[src/common/ofd_pkg.sv]
// operand field decoder constants: register numbers, operand kinds,
// address windows and flag update classes.
// assumes a single cpu clock domain; no software-visible registers.
package ofd_pkg;
    localparam int BYTE_W = 8;
    localparam int WORD_W = 16;
    localparam int BIT_W  = 3;
    localparam int NUM_REGS  = 8;
    localparam int NUM_FLAGS = 3;

    // 8-bit register numbers
    localparam logic [2:0] REG_X = 3'h0;
    localparam logic [2:0] REG_A = 3'h1;
    localparam logic [2:0] REG_C = 3'h2;
    localparam logic [2:0] REG_B = 3'h3;
    localparam logic [2:0] REG_E = 3'h4;
    localparam logic [2:0] REG_D = 3'h5;
    localparam logic [2:0] REG_L = 3'h6;
    localparam logic [2:0] REG_H = 3'h7;

    // register pair numbers
    localparam logic [1:0] PAIR_AX = 2'h0;
    localparam logic [1:0] PAIR_BC = 2'h1;
    localparam logic [1:0] PAIR_DE = 2'h2;
    localparam logic [1:0] PAIR_HL = 2'h3;

    // operand kinds
    localparam logic [2:0] KIND_SADDR    = 3'h0;
    localparam logic [2:0] KIND_SADDRP   = 3'h1;
    localparam logic [2:0] KIND_ABS_BYTE = 3'h2;
    localparam logic [2:0] KIND_ABS_WORD = 3'h3;
    localparam logic [2:0] KIND_CALLT    = 3'h4;
    localparam logic [2:0] KIND_BRANCH   = 3'h5;
    localparam logic [2:0] KIND_IMM      = 3'h6;

    // short direct window
    localparam logic [15:0] SADDR_LO      = 16'hFE20;
    localparam logic [15:0] SADDR_HI      = 16'hFF1F;
    localparam logic [7:0]  SADDR_SPLIT   = 8'h20;
    localparam logic [7:0]  SADDR_PAGE_LO = 8'hFE;
    localparam logic [7:0]  SADDR_PAGE_HI = 8'hFF;

    // call table window
    localparam logic [15:0] CALLT_BASE = 16'h0040;
    localparam logic [15:0] CALLT_TOP  = 16'h007F;
    localparam int          CALLT_W    = 5;

    // flag update classes and flag positions
    localparam logic [2:0] FCLS_KEEP    = 3'h0;
    localparam logic [2:0] FCLS_CLEAR   = 3'h1;
    localparam logic [2:0] FCLS_SET     = 3'h2;
    localparam logic [2:0] FCLS_RESULT  = 3'h3;
    localparam logic [2:0] FCLS_RESTORE = 3'h4;
    localparam int FLAG_Z  = 0;
    localparam int FLAG_AC = 1;
    localparam int FLAG_CY = 2;

    localparam logic [7:0]  BYTE_RST = 8'h00;
    localparam logic [15:0] WORD_RST = 16'h0000;
    localparam logic [2:0]  FLAGS_RST = 3'h0;
endpackage : ofd_pkg

[src/core/ofd_decoder.sv]
// operand field decoder: register file view, operand address checks,
// immediates, branch target and flag update classes.
// assumes all inputs come from cpu logic on the same clock.
`timescale 1ns/1ns
module ofd_decoder (
    input  wire logic        SYS_CLK_I,
    input  wire logic        SRST_I,
    input  wire logic        DEC_VALID_I,
    input  wire logic [2:0]  OPER_KIND_I,
    input  wire logic [2:0]  REG_NUM_I,
    input  wire logic [1:0]  PAIR_NUM_I,
    input  wire logic [7:0]  OPER_LO_I,
    input  wire logic [7:0]  OPER_HI_I,
    input  wire logic [15:0] PC_I,
    input  wire logic        WR_EN_I,
    input  wire logic        WR_WORD_I,
    input  wire logic [15:0] WR_DATA_I,
    input  wire logic        FLAG_UPD_I,
    input  wire logic [8:0]  FLAG_CLASS_I,
    input  wire logic [2:0]  RES_FLAGS_I,
    input  wire logic [2:0]  SAVED_FLAGS_I,
    output logic             DEC_DONE_O,
    output logic [7:0]       REG_BYTE_O,
    output logic [15:0]      PAIR_WORD_O,
    output logic [7:0]       UPPER_BYTE_HALF_O,
    output logic [7:0]       LOWER_BYTE_HALF_O,
    output logic [7:0]       ACC_BYTE_O,
    output logic [15:0]      ACC_WORD_O,
    output logic [15:0]      EFF_ADDR_O,
    output logic             ADDR_OK_O,
    output logic [15:0]      IMM_WORD_O,
    output logic [7:0]       IMM_BYTE_O,
    output logic [2:0]       IMM_BIT_O,
    output logic [2:0]       FLAGS_O
);
    logic [7:0]  regs_q [ofd_pkg::NUM_REGS];
    logic [2:0]  kind_q;
    logic [15:0] ea_d;
    logic        ok_d;
    logic [15:0] saddr_ea;
    logic [15:0] disp_ext;
    logic [15:0] callt_ea;
    logic [2:0]  wr_hi_idx;
    logic [2:0]  wr_lo_idx;
    logic [2:0]  rd_hi_idx;
    logic [2:0]  rd_lo_idx;

    // odd register is the high byte, even register the low byte
    assign wr_hi_idx = {PAIR_NUM_I, 1'b1};
    assign wr_lo_idx = {PAIR_NUM_I, 1'b0};
    assign rd_hi_idx = {PAIR_NUM_I, 1'b1};
    assign rd_lo_idx = {PAIR_NUM_I, 1'b0};

    // register file, one entry per register number; a word write fills both halves
    genvar gi;
    generate
        for (gi = 0; gi < ofd_pkg::NUM_REGS; gi++) begin : g_reg
            always_ff @(posedge SYS_CLK_I) begin
                if (SRST_I) begin
                    regs_q[gi] <= ofd_pkg::BYTE_RST;
                end else if (WR_EN_I && WR_WORD_I && wr_hi_idx == 3'(gi)) begin
                    regs_q[gi] <= WR_DATA_I[15:8];
                end else if (WR_EN_I && WR_WORD_I && wr_lo_idx == 3'(gi)) begin
                    regs_q[gi] <= WR_DATA_I[7:0];
                end else if (WR_EN_I && !WR_WORD_I && REG_NUM_I == 3'(gi)) begin
                    regs_q[gi] <= WR_DATA_I[7:0];
                end
            end
        end
    endgenerate

    // short direct: low byte 20..FF sits in page FE, 00..1F in page FF,
    // so every encoding lands inside the window with no range check needed
    assign saddr_ea = {(OPER_LO_I >= ofd_pkg::SADDR_SPLIT) ? ofd_pkg::SADDR_PAGE_LO
                                                          : ofd_pkg::SADDR_PAGE_HI,
                       OPER_LO_I};
    // call table entries are word spaced from the base
    assign callt_ea = ofd_pkg::CALLT_BASE
                    + {10'h000, OPER_LO_I[ofd_pkg::CALLT_W-1:0], 1'b0};
    // signed displacement widened before the add
    assign disp_ext = {{8{OPER_LO_I[7]}}, OPER_LO_I};

    // effective address and its legality per operand kind
    always_comb begin
        ea_d = {OPER_HI_I, OPER_LO_I};
        ok_d = 1'b1;
        case (OPER_KIND_I)
            ofd_pkg::KIND_SADDR: begin
                ea_d = saddr_ea;
            end
            ofd_pkg::KIND_SADDRP: begin
                ea_d = saddr_ea;
                ok_d = ~OPER_LO_I[0];
            end
            ofd_pkg::KIND_ABS_BYTE: begin
                ea_d = {OPER_HI_I, OPER_LO_I};
            end
            ofd_pkg::KIND_ABS_WORD: begin
                ea_d = {OPER_HI_I, OPER_LO_I};
                ok_d = ~OPER_LO_I[0];
            end
            ofd_pkg::KIND_CALLT: begin
                ea_d = callt_ea;
            end
            ofd_pkg::KIND_BRANCH: begin
                ea_d = PC_I + disp_ext;
            end
            default: begin
                ok_d = 1'b0; // immediates carry no address
            end
        endcase
    end

    // decode results are held until the next request
    always_ff @(posedge SYS_CLK_I) begin
        if (SRST_I) begin
            kind_q            <= ofd_pkg::KIND_IMM;
            REG_BYTE_O        <= ofd_pkg::BYTE_RST;
            PAIR_WORD_O       <= ofd_pkg::WORD_RST;
            UPPER_BYTE_HALF_O <= ofd_pkg::BYTE_RST;
            LOWER_BYTE_HALF_O <= ofd_pkg::BYTE_RST;
            EFF_ADDR_O        <= ofd_pkg::WORD_RST;
            ADDR_OK_O         <= 1'b0;
            IMM_WORD_O        <= ofd_pkg::WORD_RST;
            IMM_BYTE_O        <= ofd_pkg::BYTE_RST;
            IMM_BIT_O         <= ofd_pkg::BYTE_RST[ofd_pkg::BIT_W-1:0];
        end else if (DEC_VALID_I) begin
            kind_q            <= OPER_KIND_I;
            REG_BYTE_O        <= regs_q[REG_NUM_I];
            PAIR_WORD_O       <= {regs_q[rd_hi_idx], regs_q[rd_lo_idx]};
            UPPER_BYTE_HALF_O <= regs_q[rd_hi_idx];
            LOWER_BYTE_HALF_O <= regs_q[rd_lo_idx];
            EFF_ADDR_O        <= ea_d;
            ADDR_OK_O         <= ok_d;
            IMM_WORD_O        <= {OPER_HI_I, OPER_LO_I};
            IMM_BYTE_O        <= OPER_LO_I;
            IMM_BIT_O         <= OPER_LO_I[ofd_pkg::BIT_W-1:0];
        end
    end

    // one-cycle completion strobe
    always_ff @(posedge SYS_CLK_I) begin
        if (SRST_I) begin
            DEC_DONE_O <= 1'b0;
        end else begin
            DEC_DONE_O <= DEC_VALID_I;
        end
    end

    // accumulators track the register file every cycle, a cycle behind
    always_ff @(posedge SYS_CLK_I) begin
        if (SRST_I) begin
            ACC_BYTE_O <= ofd_pkg::BYTE_RST;
            ACC_WORD_O <= ofd_pkg::WORD_RST;
        end else begin
            ACC_BYTE_O <= regs_q[ofd_pkg::REG_A];
            ACC_WORD_O <= {regs_q[ofd_pkg::REG_A], regs_q[ofd_pkg::REG_X]};
        end
    end

    // one update class per flag; undefined class codes keep the flag
    // rather than guess, so a bad decode cannot corrupt the status
    genvar gf;
    generate
        for (gf = 0; gf < ofd_pkg::NUM_FLAGS; gf++) begin : g_flag
            always_ff @(posedge SYS_CLK_I) begin
                if (SRST_I) begin
                    FLAGS_O[gf] <= ofd_pkg::FLAGS_RST[gf];
                end else if (FLAG_UPD_I) begin
                    case (FLAG_CLASS_I[gf*3 +: 3])
                        ofd_pkg::FCLS_CLEAR:   FLAGS_O[gf] <= 1'b0;
                        ofd_pkg::FCLS_SET:     FLAGS_O[gf] <= 1'b1;
                        ofd_pkg::FCLS_RESULT:  FLAGS_O[gf] <= RES_FLAGS_I[gf];
                        ofd_pkg::FCLS_RESTORE: FLAGS_O[gf] <= SAVED_FLAGS_I[gf];
                        default:               FLAGS_O[gf] <= FLAGS_O[gf];
                    endcase
                end
            end
        end
    endgenerate
endmodule : ofd_decoder

[config.mk]
export PLATFORM = sky130hd
export DESIGN_NAME = ofd_decoder
export DESIGN_NICKNAME = d
export VERILOG_FILES = /design/src/common/ofd_pkg.sv /design/src/core/ofd_decoder.sv
export SDC_FILE = /design/constraint.sdc
export NUM_CORES = 1
export LEC_CHECK = 0
export ABC_CLOCK_PERIOD_IN_PS = 2500
export BUFFER_PORTS_ARGS = -buffer_cell sky130_fd_sc_hd__buf_2
export CAP_MARGIN = 20
export CORE_AREA = 2 2 121 123
export CTS_CLUSTER_DIAMETER = 120
export DETAILED_ROUTE_END_ITERATION = 12
export DIE_AREA = 0 0 123 125
export HOLD_SLACK_MARGIN = 0.1
export PLACE_DENSITY_LB_ADDON = 0.1
export SYNTH_ARGS = -nofsm -noshare
export SYNTH_HDL_FRONTEND = slang
export SYNTH_SLANG_ARGS = --single-unit
export TNS_END_PERCENT = 50
[constraint.sdc]
create_clock -name SYS_CLK_I -period 2.5 [get_ports SYS_CLK_I]
set_clock_uncertainty 0.2 [all_clocks]
set_input_delay 0.25 -clock SYS_CLK_I [delete_from_list [all_inputs] [get_ports SYS_CLK_I]]
set_output_delay 0.25 -clock SYS_CLK_I [all_outputs]
set_load 0.02 [all_outputs]
==> results by group <==
CTS
  • Buffer depth of the longest clock path: 2
  • Clock latency on the worst-skew pair: 0.41 ns
  • Total clock buffers created by CTS: 17
  • Clock tree from TritonCTS: built
  • Buffer type at the clock tree root: sky130_fd_sc_hd__clkbuf_16
  • Total clock sinks: 141
  • Number of levels the H-tree was split into: 4
  • Clock transition at path regs: approximately 0.060 ns

Synth
  • Cell with the most instances after synthesis: sky130_fd_sc_hd__dfxtp_1
  • Distinct cell type count after synthesis: 55
  • Number of flops mapped to enable cells by yosys: 64
  • Proportion of synthesized flip-flops having asynchronous set or reset: 0%
  • Post-Synthesis Cell Area: approximately 7400 sq um
  • Total number of yosys warnings: 0
  • Area contributors post-synth: sky130_fd_sc_hd__edfxtp_1, sky130_fd_sc_hd__dfxtp_1, sky130_fd_sc_hd__mux4_2, sky130_fd_sc_hd__mux2i_1, sky130_fd_sc_hd__a22o_1
  • Syn Inst Count: roughly 660
  • Cell types with the highest counts after synthesis: sky130_fd_sc_hd__dfxtp_1, sky130_fd_sc_hd__edfxtp_1, sky130_fd_sc_hd__nor2_1
  • Synth area leader: sky130_fd_sc_hd__edfxtp_1
  • Yosys reg bits: 141
  • Most used flip-flop cell after synthesis: sky130_fd_sc_hd__dfxtp_1
  • Post-synth top area share: approximately 26%
  • Synth Area per Inst: roughly 11 sq um
  • Post-synthesis sequential area ratio: between 40% and 50%
  • Number of nets produced by synthesis: roughly 760

Setup path
  • Beginning of the worst register-to-register path: regs_q[6][0]
  • Biggest fanout along the worst timing path: 4
  • Worst r2r dst: REG_BYTE_O[0]
  • Setup crit end kind: flip-flop
  • Worst setup path category: in2reg
  • Reg2Reg Depth: 3
  • Worst Setup SP: OPER_LO_I[2]
  • Reg-to-reg setup timing slack: a little over 0.9 ns
  • Arrival time at the worst endpoint: approximately 2.5 ns
  • Data required, critical path: around 2.6 ns
  • Capture point of the critical path: EFF_ADDR_O[13]
  • CP startpoint kind: primary input

Routing
  • Drt initial violations: approximately 550
  • Vias per Instance: 5.662
  • Via count of the routed design: between 6000 and 7000
  • Final antenna-violating net count: 0
  • Drt total wl: just over 20 mm
  • Remaining routing DRC violations: 0
  • Detail-routed net length per standard cell: approximately 19 um
  • Pre-Repair DR Iteration Count: 5

Final layout
  • Count of placed standard cells in the final layout, fillers left out: roughly 1100
  • Layout net count: around 1000
  • Area occupied by multi-input gates: roughly 3600 sq um
  • Antenna Cells: 0
  • Register Area: approximately 3500 sq um
  • Fraction of final layout cells with drive strength greater than 1: 32.47%
  • Filler cell count: roughly 1100
  • Post-synthesis to final-layout area growth: 28.64%

Floorplan
  • Initial core utilization: 52.45%
  • Num rows: 44
  • Die extent in x: roughly 120 um
  • Die ar.: 15380 sq um
  • Chip height: between 100 and 150 um
  • Standard cell core area: ~14000 sq um
  • Number of I/O pins: 189

Timing
  • Crit share post-route: a little over nine tenths
  • Endpoints failing setup: 0
  • Worst slew margin relative to its limit: between 40% and 50%
  • Final Critical Period: between 2 and 2.5 ns
  • Setup repair after global routing missed its margin: no
  • Count of endpoints failing hold in the final timing report: 0
  • Slew @ Worst Pin: about 0.8 ns
  • Max Transition Viols Final: 0
  • Max Fclk: 418.6 MHz

Power
  • PD cells: approximately 660 nW/um^2
  • Reported net switching power: 1.711 mW
  • Total leakage power: between 4 and 5 nW
  • Internal power consumption: between 4 and 5 mW
  • Switching Share: between 20% and 30%
  • Clock share of power: 39.3%
  • Share of power burned in registers: a little over two fifths
  • Part of the power in combinational logic: between 10% and 20%
  • Worst vdd ir: 0.4735 mV
  • Total Power Consumption: ~6.4 mW

Global route
  • Initial antenna violation count: 0
  • Maximum number of pins on one net before global-route repair: 78
  • Overall overflow remaining after global route: 0
  • First-pass GRT wire length: 31.15 mm
  • GRT Overall Usage: a little over a quarter
  • Via count of the first global-routing pass: 5905

Flow run
  • Max-cap violations: 0

Place
  • DP Cell Count: between 900 and 1000
  • RD Place Congestion: 0.8835
  • HPWL after detailed placement: around 14 mm
  • Buffers on Ports: roughly 190

Status
  • Outcome: finished clean

Min path
  • Hold Crit Class: in2reg
critical path, stage by stage:
cell and delay, ns:
sky130_fd_sc_hd__dlygate4sd3_1 0.53, sky130_fd_sc_hd__buf_2 0.15, sky130_fd_sc_hd__ha_4 0.25, sky130_fd_sc_hd__o21a_1 0.20, sky130_fd_sc_hd__a21o_1 0.23, sky130_fd_sc_hd__a311o_2 0.44
sky130_fd_sc_hd__a21oi_2 0.16, sky130_fd_sc_hd__xor2_1 0.17, sky130_fd_sc_hd__o22ai_1 0.08
worst min path at each step:
stage	start	endpoint	slack, ns	cells after the start
2_1_floorplan	FLAG_UPD_I	FLAGS_O[0]	0.15	1
4_1_cts	PC_I[13]	EFF_ADDR_O[14]	0.10	4
5_1_grt	PC_I[0]	EFF_ADDR_O[0]	0.16	4
3_3_place_gp	EFF_ADDR_O[5]	EFF_ADDR_O[5]	0.26	2
6_report	PC_I[13]	EFF_ADDR_O[14]	0.13	4
3_5_place_dp	EFF_ADDR_O[5]	EFF_ADDR_O[5]	0.27	2
cells in the final DEF (no fill, tap or decap), drive strengths merged, types with 10 or more instances in the layout:
master / count
a211oi: 15
a21oi: 30
a22o: 32
and2: 26
buf: 214
clkbuf: 18
clkinv: 10
dfxtp: 77
dlygate4sd3: 56
edfxtp: 64
ha: 15
mux2i: 50
mux4: 32
nand2: 31
nand2b: 11
nor2: 61
nor2b: 30
nor3: 11
o21ai: 23
registers in the layout (all words and copies together), names as in the netlist:
register / cells
ADDR_OK_O: 1
REG_BYTE_O: 8
regs_q: 64
PAIR_WORD_O: 16
ACC_WORD_O: 16
FLAGS_O: 3
DEC_DONE_O: 1
IMM_WORD_O: 16
EFF_ADDR_O: 16
metrics by stage:
stage	utilization, %	hold WS, ns	instance area [sq um]	setup TNS, ns	setup slack [ns]
2_1_floorplan	-	0.1466	7450	0	0.3142
3_3_place_gp	59.21	0.2611	8411	0	0.04674
3_5_place_dp	59.21	0.2686	8411	-0.02678	-0.02678
4_1_cts	67.25	0.1032	9552	0	0.03847
5_1_grt	67.47	0.1559	9583	0	0.006912
6_report	67.47	0.1290	9583	0	0.1108
layout make-up:
class                   instances  area share (%)
multi-input cells             443           37.13
clock inverters                14           1.580
repair buffers                270           17.99
inverters                       7          0.2742
clock buffers                  18           4.478
flip-flops and latches        141           36.14
well taps                     184           2.402
power groups by stage:
stage,logic [mW],registers [mW],clock network (mW)
after global routing,1.26,2.71,2.63
after detailed placement,1.09,2.74,0
final,1.17,2.70,2.50
after floorplan,0.651,2.82,0
after CTS,1.16,2.70,2.53
after global placement,1.07,2.73,0
cell families (layout without fill, tap and decap cells):
kind of cell | Yosys count | after routing | synth area share (%)
xor gates and xnor gates | 9 | 9 | 1.058
DFF | 141 | 141 | 46.49
AOI/OAI and AO/OA | 136 | 136 | 12.82
adders and majority gates | 16 | 16 | 2.788
muxes | 85 | 85 | 16.85
and+or+nand+nor | 197 | 197 | 13.84
buffers and inverters | 80 | 309 | 6.164
timing repair:
action	4_1_cts	5_1_grt
endpoints found under the hold margin	96	0
resized for setup	0	4
endpoints found under the setup margin	0	3
setup buffers	0	0
hold buffers	56	0
metal layers:
| metal | GRT usage, % | up-vias | wire length, um | part of all wire, % |
|---|---|---|---|---|
| met2 | 45.95 | 250 | 10330 | 51 |
| met1 | 33.60 | 2956 | 8436 | 42 |
| met4 | 8.088 | 0 | 263 | 1.3 |
| met3 | 4.927 | 21 | 1201 | 5.9 |
| li1 | - | 2871 | - | - |
| met5 | 0 | - | 0 | 0 |
Power figures use the tool's default switching activity.
